**config.mk**
```make
export PLATFORM = sky130hd
export DESIGN_NAME = bus_transceiver
export DESIGN_NICKNAME = d
export VERILOG_FILES = /design/src/rtl/xcvr_pkg.sv /design/src/rtl/bus_transceiver.sv
export SDC_FILE = /design/constraint.sdc
export NUM_CORES = 1
export LEC_CHECK = 0
export BUFFER_PORTS_ARGS = -buffer_cell sky130_fd_sc_hd__buf_4
export CAP_MARGIN = 25
export CELL_PAD_IN_SITES_DETAIL_PLACEMENT = 1
export CELL_PAD_IN_SITES_GLOBAL_PLACEMENT = 1
export CORE_MARGIN = 3
export CORE_UTILIZATION = 25
export DETAILED_ROUTE_END_ITERATION = 8
export PLACE_DENSITY_LB_ADDON = 0.1
export SETUP_SLACK_MARGIN = 0.15
export SLEW_MARGIN = 20
export SYNTH_ARGS = -nofsm -noshare
export SYNTH_HDL_FRONTEND = slang
export SYNTH_HIERARCHICAL = 1
export SYNTH_SLANG_ARGS = --single-unit
```
**constraint.sdc**
```tcl
create_clock -name sys_clk -period 4.73 [get_ports sys_clk]
set_clock_uncertainty 0.2 [all_clocks]
set_input_delay 0.946 -clock sys_clk [delete_from_list [all_inputs] [get_ports sys_clk]]
set_output_delay 0.946 -clock sys_clk [all_outputs]
set_load 0.02 [all_outputs]
```
**src/rtl/xcvr_pkg.sv**
```systemverilog
package xcvr_pkg;
   localparam int          DATA_W       = 18;
   localparam int          FIFO_DEPTH   = 16;
   localparam int          ADDR_W       = 4;
   localparam logic [3:0]  CTRL_ADDR    = 4'h0;
   localparam logic [3:0]  STAT_ADDR    = 4'h4;
   localparam logic [3:0]  LOG_ADDR     = 4'h8;
   localparam logic [3:0]  HELD_ADDR    = 4'hC;
   localparam int          CTRL_LOG_EN  = 0;
   localparam logic        LOG_EN_RST   = 1'b0;
   localparam int          STAT_OVF     = 0;
   localparam int          STAT_EMPTY   = 1;
   localparam int          STAT_FULL    = 2;
   localparam int          STAT_AB_TR   = 3;
   localparam int          STAT_BA_TR   = 4;
   localparam int          STAT_AB_OE   = 5;
   localparam int          STAT_BA_OE   = 6;
   localparam int          STAT_LVL_LSB = 8;
   localparam logic [31:0] RDATA_RST    = 32'h0000_0000;

   typedef struct packed {
      logic oe;
      logic le;
      logic clk;
   } lane_ctl_t;
endpackage : xcvr_pkg

```
**src/rtl/bus_transceiver.sv**
```systemverilog
`timescale 1ns/1ps

module xfer_lane #(
   parameter int W      = xcvr_pkg::DATA_W,
   parameter bit OE_LOW = 1'b0
) (
   input  wire logic                sys_clk,     // system clock
   input  wire logic                resetn,      // async reset, low
   input  wire logic [W-1:0]        src_in,      // source port pins
   input  wire xcvr_pkg::lane_ctl_t ctl_in,      // raw control pins
   output logic      [W-1:0]        dst_out,     // driven port level
   output logic                     dst_oe_n,    // low while driving
   output logic      [W-1:0]        held,        // storage content
   output logic                     transparent, // latch enable seen
   output logic                     oe_seen,     // output enable seen
   output logic                     capture      // clock edge capture
);
   import xcvr_pkg::*;
   localparam int            SW  = W + 3;
   localparam logic [SW-1:0] RST = {OE_LOW, 1'b0, 1'b1, {W{1'b0}}};

   logic [SW-1:0] s1_q, s2_q, s3_q, st_q, st_d;
   logic [W-1:0]  q_q, q_d, d_st;
   logic          le_st, clk_st, oe_st, rise;
   logic          clk_prev_q, oe_n_q, oe_n_d, cap_q, cap_d;

   assign oe_st  = st_q[W+2] ^ OE_LOW;
   assign le_st  = st_q[W+1];
   assign clk_st = st_q[W];
   assign d_st   = st_q[W-1:0];
   assign rise   = clk_st & ~clk_prev_q;

   // a change counts once second and third stages agree
   always_comb begin
      for (int i = 0; i < SW; i++) begin
         st_d[i] = (s2_q[i] == s3_q[i]) ? s3_q[i] : st_q[i];
      end
   end

   always_comb begin
      q_d    = q_q;
      cap_d  = 1'b0;
      oe_n_d = ~oe_st;
      if (le_st) begin
         q_d = d_st;
      end else if (rise) begin
         q_d   = d_st;
         cap_d = 1'b1;
      end
   end

   always_ff @(posedge sys_clk or negedge resetn) begin
      if (!resetn) begin
         s1_q       <= RST;
         s2_q       <= RST;
         s3_q       <= RST;
         st_q       <= RST;
         clk_prev_q <= 1'b1;   // idle-high clock: no edge at reset exit
         q_q        <= '0;
         oe_n_q     <= 1'b1;
         cap_q      <= 1'b0;
      end else begin
         s1_q       <= {ctl_in, src_in};
         s2_q       <= s1_q;
         s3_q       <= s2_q;
         st_q       <= st_d;
         clk_prev_q <= clk_st;
         q_q        <= q_d;
         oe_n_q     <= oe_n_d;
         cap_q      <= cap_d;
      end
   end

   assign dst_out     = q_q;
   assign dst_oe_n    = oe_n_q;
   assign held        = q_q;
   assign transparent = le_st;
   assign oe_seen     = oe_st;
   assign capture     = cap_q;
endmodule : xfer_lane

module sfifo #(
   parameter int W     = xcvr_pkg::DATA_W,
   parameter int DEPTH = xcvr_pkg::FIFO_DEPTH
) (
   input  wire logic                     sys_clk,   // system clock
   input  wire logic                     resetn,    // async reset, low
   input  wire logic                     in_valid,  // write request
   output logic                          in_ready,  // room for a word
   input  wire logic [W-1:0]             in_data,   // write data
   output logic                          out_valid, // word available
   input  wire logic                     out_ready, // pop request
   output logic      [W-1:0]             out_data,  // head word
   output logic      [$clog2(DEPTH):0]   level      // words held
);
   localparam int AW = $clog2(DEPTH);

   logic [W-1:0] mem [DEPTH];
   logic [AW:0]  wp_q, wp_d, rp_q, rp_d;
   logic         push, pop;

   assign level     = wp_q - rp_q;
   assign in_ready  = level != (AW+1)'(DEPTH);
   assign out_valid = wp_q != rp_q;
   assign out_data  = mem[rp_q[AW-1:0]];
   assign push      = in_valid & in_ready;
   assign pop       = out_valid & out_ready;

   always_comb begin
      wp_d = push ? wp_q + 1'b1 : wp_q;
      rp_d = pop ? rp_q + 1'b1 : rp_q;
   end
   always_ff @(posedge sys_clk or negedge resetn) begin
      if (!resetn) begin
         wp_q <= '0;
         rp_q <= '0;
      end else begin
         wp_q <= wp_d;
         rp_q <= rp_d;
      end
   end
   always_ff @(posedge sys_clk) begin
      if (push) begin
         mem[wp_q[AW-1:0]] <= in_data;
      end
   end
endmodule : sfifo

// How it works
// - a-to-b latch enable high passes port a straight to port b.
// - latch enable low and clock steady keeps the stored a data.
// - latch enable low, rising a-to-b clock stores current a data.
// - a-to-b output enable high drives port b with stored data.
// - a-to-b output enable low floats port b regardless of all else.
// - b-to-a direction behaves alike with its own three controls.
// - a-to-b enable is active high, b-to-a enable active low.
// - latch enable falling with clock steady holds the prior level.
// - eighteen bits per direction share one set of controls.
module bus_transceiver #(
   parameter int W     = xcvr_pkg::DATA_W,
   parameter int DEPTH = xcvr_pkg::FIFO_DEPTH
) (
   input  wire logic                    sys_clk,           // 100 MHz
   input  wire logic                    resetn,            // async, low
   input  wire logic [xcvr_pkg::ADDR_W-1:0] avs_address,   // byte addr
   input  wire logic                    avs_read,          // read strobe
   input  wire logic                    avs_write,         // write strobe
   input  wire logic [3:0]              avs_byteenable,    // lanes
   input  wire logic [31:0]             avs_writedata,     // write data
   output logic      [31:0]             avs_readdata,      // read data
   output logic                         avs_waitrequest,   // stall
   input  wire logic [W-1:0]            a_in,              // port a level
   output logic      [W-1:0]            a_out,             // port a drive
   output logic                         a_oe_n,            // low: drive a
   input  wire logic [W-1:0]            b_in,              // port b level
   output logic      [W-1:0]            b_out,             // port b drive
   output logic                         b_oe_n,            // low: drive b
   input  wire logic                    a_to_b_output_enable,
   input  wire logic                    b_to_a_output_enable_n,
   input  wire logic                    a_to_b_latch_enable,
   input  wire logic                    b_to_a_latch_enable,
   input  wire logic                    a_to_b_clock,      // pin clock
   input  wire logic                    b_to_a_clock       // pin clock
);
   import xcvr_pkg::*;
   localparam int LW = $clog2(DEPTH) + 1;

   logic [W-1:0]  ab_held, ba_held, pend_data_q, pend_data_d, f_out;
   logic          ab_tr, ba_tr, ab_oe, ba_oe, ab_cap;
   logic          pend_q, pend_d, f_in_ready, f_out_valid, pop;
   logic [LW-1:0] f_level;
   logic          log_en_q, log_en_d, ovf_q, ovf_d, ack_q, ack_d, req;
   logic [31:0]   rdata_q, rdata_d;

   xfer_lane #(.W(W), .OE_LOW(1'b0)) u_ab (
      .sys_clk     (sys_clk),
      .resetn      (resetn),
      .src_in      (a_in),
      .ctl_in      ({a_to_b_output_enable, a_to_b_latch_enable,
                     a_to_b_clock}),
      .dst_out     (b_out),
      .dst_oe_n    (b_oe_n),
      .held        (ab_held),
      .transparent (ab_tr),
      .oe_seen     (ab_oe),
      .capture     (ab_cap)
   );

   xfer_lane #(.W(W), .OE_LOW(1'b1)) u_ba (
      .sys_clk     (sys_clk),
      .resetn      (resetn),
      .src_in      (b_in),
      .ctl_in      ({b_to_a_output_enable_n, b_to_a_latch_enable,
                     b_to_a_clock}),
      .dst_out     (a_out),
      .dst_oe_n    (a_oe_n),
      .held        (ba_held),
      .transparent (ba_tr),
      .oe_seen     (ba_oe),
      .capture     ()
   );

   sfifo #(.W(W), .DEPTH(DEPTH)) u_log (
      .sys_clk   (sys_clk),
      .resetn    (resetn),
      .in_valid  (pend_q),
      .in_ready  (f_in_ready),
      .in_data   (pend_data_q),
      .out_valid (f_out_valid),
      .out_ready (pop),
      .out_data  (f_out),
      .level     (f_level)
   );

   assign req             = avs_read | avs_write;
   assign avs_waitrequest = req & ~ack_q;
   assign avs_readdata    = rdata_q;
   assign pop = ack_q & avs_read & (avs_address == LOG_ADDR);

   // a-to-b clocked captures queue for software; one meeting a stalled slot drops and flags
   always_comb begin
      pend_d      = pend_q & ~f_in_ready;
      pend_data_d = pend_data_q;
      ovf_d       = ovf_q;
      log_en_d    = log_en_q;
      ack_d       = req & ~ack_q;
      rdata_d     = rdata_q;
      if (ack_q && avs_write) begin
         if (avs_address == CTRL_ADDR && avs_byteenable[0]) begin
            log_en_d = avs_writedata[CTRL_LOG_EN];
         end else if (avs_address == STAT_ADDR && avs_byteenable[0]) begin
            ovf_d = ovf_q & ~avs_writedata[STAT_OVF];
         end
      end
      if (ab_cap && log_en_q) begin
         if (pend_d) begin
            ovf_d = 1'b1;
         end else begin
            pend_d      = 1'b1;
            pend_data_d = ab_held;
         end
      end
      if (req && !ack_q) begin
         rdata_d = RDATA_RST;
         if (avs_address == CTRL_ADDR) begin
            rdata_d[CTRL_LOG_EN] = log_en_q;
         end else if (avs_address == STAT_ADDR) begin
            rdata_d[STAT_OVF]   = ovf_q;
            rdata_d[STAT_EMPTY] = ~f_out_valid;
            rdata_d[STAT_FULL]  = ~f_in_ready;
            rdata_d[STAT_AB_TR] = ab_tr;
            rdata_d[STAT_BA_TR] = ba_tr;
            rdata_d[STAT_AB_OE] = ab_oe;
            rdata_d[STAT_BA_OE] = ba_oe;
            rdata_d[STAT_LVL_LSB +: LW] = f_level;
         end else if (avs_address == LOG_ADDR) begin
            rdata_d[W-1:0] = f_out_valid ? f_out : '0;
         end else if (avs_address == HELD_ADDR) begin
            rdata_d[W-1:0] = ab_held;
         end
      end
   end

   always_ff @(posedge sys_clk or negedge resetn) begin
      if (!resetn) begin
         pend_q      <= 1'b0;
         pend_data_q <= '0;
         ovf_q       <= 1'b0;
         log_en_q    <= LOG_EN_RST;
         ack_q       <= 1'b0;
         rdata_q     <= RDATA_RST;
      end else begin
         pend_q      <= pend_d;
         pend_data_q <= pend_data_d;
         ovf_q       <= ovf_d;
         log_en_q    <= log_en_d;
         ack_q       <= ack_d;
         rdata_q     <= rdata_d;
      end
   end
endmodule : bus_transceiver

```
==> flow_summary.toml, run 1 <==
[run_status]
status = "complete, no violations"

[timing]
maxSlewHeadroom_pct = 40.2
setup_slack_ps = 1330
tns_ps = 0
finalHoldViolations = 0
whs_ps = 142
tightest_slew_ps = 895
period_needed_ps = 3400
setup_violations = 0
rsz0062_at_grt = "no"
fmax_mhz = 294
timing.final.crit_share_pct = 72.0
final-max-slew-violation-count = 0

[critical_path]
path_class = "reg2reg"
worst-path-buf-inv = 2
start_kind = "register"
cp-end-kind = "register"
cp_data_required_time_ps = 4820
crit_chain = "ha_1 > inv_1 > fa_1 > xor2_1 > nor3_1 > o2111ai_4 > nand3_1 > nor2_2 > buf_4"
worstPathMaxFanout = 23
arrival_ps = 3490
path_delay_family = "flip-flops"
max_stage_delay_ps = 750
slowest_stage = "dfrtp_4"

[floorplan]
die_area_mm2 = 0.0842
start_util_pct = 25.4
core_area_mm2 = 0.0795
ioPinCount = 157
die_x_um = 290
die_h_um = 290
num_rows = 103

[clocking]
cts_root_buf = "clkbuf_16"
numClockSinks = 547
h-tree-depth = 3
cts_hold_buffers = 0
path_clk_slew_ps = 60
cts_inserted_buffers = 66
clk_path_buf_depth = 3
cts_resized = 0
cts_tree = "yes"
clock_latency_ps = 590
post-cts-setup-buffers = 0

[power_and_ir_drop]
p_clk_share_pct = 37.2
p_comb_share_pct = 17.0
leakagePower_nw = 9.11
swShare_pct = 27.7
ir_worst_vdd_uv = 208
p_sw_mw = 3.65
p_int_mw = 9.53
pwr-share-seq_pct = 45.8
p_per_area_mw_per_mm2 = 541

[detailed_routing]
drt_iter0_drc = 509
avgRoutedWirePerCell_um = 21.6
post-route-drc-count = 0
viasPerCell = 4.23
vias = 9918
finalWirelength_mm = 50.7
final_antenna_net_count = 0
firstDrtPassIters = 4

[placed_design]
hpwl_mm = 31.8
place_ws_ps = 1250
place_congestion = 0.673
io_buffers = 108

[grt]
grt_start_max_net_pins = 115
grt_pass1_vias = 11200
grt_pass1_wl_mm = 76.8
gr-usage-all-layers_pct = 12.2
antenna_found_initial = 3
overflow = 0

[cells_and_area]
fillCellCount = 8135
drive_gt1_share_pct = 32.1
syn2layout_area_growth_pct = 20.6
multi_input_area_mm2 = 0.00454
nNetsFinal = 1340
ff_latch_area_mm2 = 0.0152

[synth]
synth_area_mm2 = 0.0202
syn_inst = 1089
avgSynthCellArea_um2 = 18.5
yosys_warnings = 6

[job]
cap_violations = 0

[worst_hold_path]
worstHoldPathType = "reg2reg"
[worst paths after layout]
check	from	endpoint	slack [ps]	depth (start not counted)
max	u_log/rp_q[0]	u_log/mem[12][13]	1330	9
min	u_ba/s1_q[0]	u_ba/s2_q[0]	140	0
max reg2reg	u_log/rp_q[0]	u_log/mem[12][13]	1330	9
min reg2reg	u_ba/s1_q[0]	u_ba/s2_q[0]	140	0
max in group asynchronous	resetn	u_ab/st_q[4]	3070	2
min in group asynchronous	resetn	u_ba/s1_q[7]	220	1
[registers in the layout (all words and copies together), names as in the netlist, 18 cells and up]
name and flops:
u_log/mem 288, u_ab/s1_q 21, u_ab/s2_q 21, u_ab/s3_q 21, u_ab/st_q 21, u_ba/s1_q 21
u_ba/s2_q 21, u_ba/s3_q 21, u_ba/st_q 21, avs_readdata 18, pend_data_q 18, u_ab/dst_out 18
u_ba/dst_out 18
[worst reg2reg max path: stages, from the launching register on]
cell and delay [ps]:
dfrtp_4 750, ha_1 270, inv_1 50, fa_1 390
xor2_1 190, nor3_1 330, o2111ai_4 270, nand3_1 310
nor2_2 70, buf_4 270
[per-stage QoR]
stage / power (mW) / cell area (um2) / utilization [%] / instances
floorplan: 7.58 / 20200 / - / 1102
global placement: 8.44 / 22200 / 27.9 / 2226
detailed placement: 8.47 / 22200 / 27.9 / 2226
CTS: 13.5 / 24300 / 30.6 / 2344
global route: 13.9 / 24300 / 30.6 / 2344
finish: 13.2 / 24300 / 30.6 / 2347
[per-layer routing]
metal,global-route usage [%],up-vias,wire length (um)
met3,2.72,71,2640
met2,20.2,172,25100
li1,-,4378,-
met1,15.9,5297,21900
met5,0,-,0
met4,3.60,0,984
[cell usage in the layout (no fill, tap or decap), types with 20 or more instances in the layout]
| master | n |
|---|---|
| mux2_4 | 21 |
| maj3_1 | 42 |
| edfxtp_1 | 288 |
| dfrtp_1 | 240 |
| buf_4 | 144 |
| nand2_1 | 101 |
| mux2_2 | 35 |
| clkbuf_16 | 68 |
| and3_1 | 20 |
| mux4_2 | 72 |
[final cells by class]
type	instances	share of cell area [%]
Tap cell	1050	5.40
Antenna cell	3	0.0308
Timing Repair Buffer	148	4.75
Clock buffer	94	7.68
Inverter	16	0.247
Multi-Input combinational cell	465	18.6
Clock inverter	24	1.00
Sequential cell	547	62.3
[power groups by stage]
| stage | clock network, mW | registers, mW | logic [mW] |
|---|---|---|---|
| 2_1_floorplan | 0 | 5.97 | 1.61 |
| 3_3_place_gp | 0 | 6.12 | 2.32 |
| 3_5_place_dp | 0 | 6.15 | 2.32 |
| 4_1_cts | 5.13 | 6.06 | 2.33 |
| 5_1_grt | 5.31 | 6.12 | 2.48 |
| 6_report | 4.90 | 6.03 | 2.24 |
(Power assumes the default switching activity.)
==> run 2, diff against run 1 <==
clock period = 2.8 ns   (was 4.73 ns; I/O delays follow)
==> flow_summary.toml, run 2 (synthesized netlist as in run 1, its figures left out) <==
[cells_and_area]
final_cell_mix = "288 x edfxtp_1, 240 x dfrtp_1, 177 x buf_4"
nNetsFinal = 1464
antenna_cells = 0
syn2layout_area_growth_pct = 30.7
drive_gt1_share_pct = 37.5
largest_reg_flops = 288
final_common_cell = "edfxtp_1"
utilization_pct = 33.2

[detailed_routing]
final_antenna_net_count = 0
post-route-drc-count = 0
vias = 10400
viasPerCell = 4.22
drt_iter0_drc = 538
avgRoutedWirePerCell_um = 21.0
finalWirelength_mm = 51.9
firstDrtPassIters = 4

[critical_path]
r2r_end = "u_log/mem[8][12]"
cp-end-kind = "register"
r2r_slack_ps = 30
crit_path_end = "u_log/mem[8][12]"
reg2regPathDepth = 17
start_kind = "register"
cp-startpoint = "u_log/wp_q[0]"
cp_data_required_time_ps = 2980
arrival_ps = 2940
worstPathMaxFanout = 5
path_class = "reg2reg"
reg2reg_from = "u_log/wp_q[0]"

[timing]
maxSlewHeadroom_pct = 55.3
timing.final.crit_share_pct = 98.9
finalHoldViolations = 0
tns_ps = 0
fmax_mhz = 361
setup_slack_ps = 30.5
setup_violations = 0
tightest_slew_ps = 670
whs_ps = 102
period_needed_ps = 2770
final-max-slew-violation-count = 0
rsz0062_at_grt = "yes"

[grt]
grt_pass1_wl_mm = 77.0
grt_start_max_net_pins = 69
antenna_found_initial = 0
gr-usage-all-layers_pct = 12.1
overflow = 0
grt_pass1_vias = 11400

[floorplan]
die_area_mm2 = 0.0842
num_rows = 103
start_util_pct = 25.4
die_x_um = 290
ioPinCount = 157
core_area_mm2 = 0.0795
die_h_um = 290

[worst_hold_path]
worstHoldPathType = "in2reg"

[power_and_ir_drop]
p_per_area_mw_per_mm2 = 889
ir_worst_vdd_uv = 520
leakagePower_nw = 9.89
total_power_mw = 23.5

[job]
cap_violations = 0

[clocking]
cts_root_buf = "clkbuf_16"
h-tree-depth = 2
numClockSinks = 547
cts_tree = "yes"
cts_inserted_buffers = 60
clk_path_buf_depth = 3
path_clk_slew_ps = 60
clock_latency_ps = 620

[placed_design]
place_congestion = 0.688
io_buffers = 108
place_ws_ps = -186
hpwl_mm = 32.6

[run_status]
status = "complete, no violations"
==> run 2: cell count changes in the layout (fill, tap and decap cells not counted), moves of 5 or more <==
cell / before / now
a31oi_1: 19 / 13
and3_1: 20 / 15
and3_2: 0 / 5
buf_12: 3 / 34
buf_4: 144 / 177
buf_6: 0 / 5
buf_8: 1 / 7
bufinv_16: 3 / 8
clkbuf_1: 19 / 14
dlygate4sd3_1: 0 / 44
nand3_1: 8 / 3
nor2_2: 10 / 0
nor2_4: 0 / 11
nor3_4: 0 / 5
==> run 2: critical path: stages, from the launching register on <==
cell	delay (ps)
dfrtp_1	370
inv_2	60
buf_4	120
buf_4	120
buf_4	120
buf_4	120
buf_4	120
buf_4	120
buf_4	110
buf_4	120
buf_4	120
buf_6	110
ha_4	160
nand3_4	110
buf_6	120
nor2_4	40
buf_12	150
clkbuf_16	160
==> run 2: per-stage QoR <==
step	area, um2	std cells
2_1_floorplan	20500	1102
3_3_place_gp	23000	2267
5_1_grt	26400	2469
4_1_cts	25900	2447
3_5_place_dp	23000	2267
6_report	26400	2469
==> run 2: per-layer routing <==
layer	global-route usage [%]	vias up	part of all wire, %
met5	0	-	0
met4	3.06	0	2.0
met3	2.63	62	5.0
met2	19.6	174	49
met1	16.4	5559	44
li1	-	4622	-
==> run 2: area by class of cell <==
type | instances | area (um2)
clock buffers | 86 | 1750
clock inverters | 27 | 360
fillers | 8023 | 53100
inverters | 16 | 71.3
multi-input cells | 465 | 4840
flip-flops and latches | 547 | 15200
well taps | 1050 | 1310
repair buffers | 278 | 2890
==> run 2: worst min path at each step <==
| stage | slack, ps | startpoint | cells past startpoint | to |
|---|---|---|---|---|
| 2_1_floorplan | 60 | resetn | 0 | ack_q |
| 3_3_place_gp | 130 | u_ba/s1_q[0] | 0 | u_ba/s2_q[0] |
| 3_5_place_dp | 140 | u_ab/s1_q[19] | 0 | u_ab/s2_q[19] |
| 4_1_cts | 60 | avs_write | 4 | ovf_q |
| 5_1_grt | 100 | avs_write | 3 | log_en_q |
| 6_report | 100 | avs_read | 3 | ack_q |
==> run 2: repair_timing <==
action / in CTS / in global routing
resized for setup: 30 / 17
pin swaps: 6 / 5
setup buffers: 20 / 10
cloned: 3 / 12
setup endpoints to repair: 320 / 323
hold endpoints to repair: 98 / 0
hold buffers: 44 / 0
==> run 2: power by group <==
| part | internal, mW | switching (mW) |
|---|---|---|
| logic | 2.46 | 2.56 |
| clock network | 5.08 | 3.24 |
| registers | 9.37 | 0.749 |
| total | 16.9 | 6.54 |
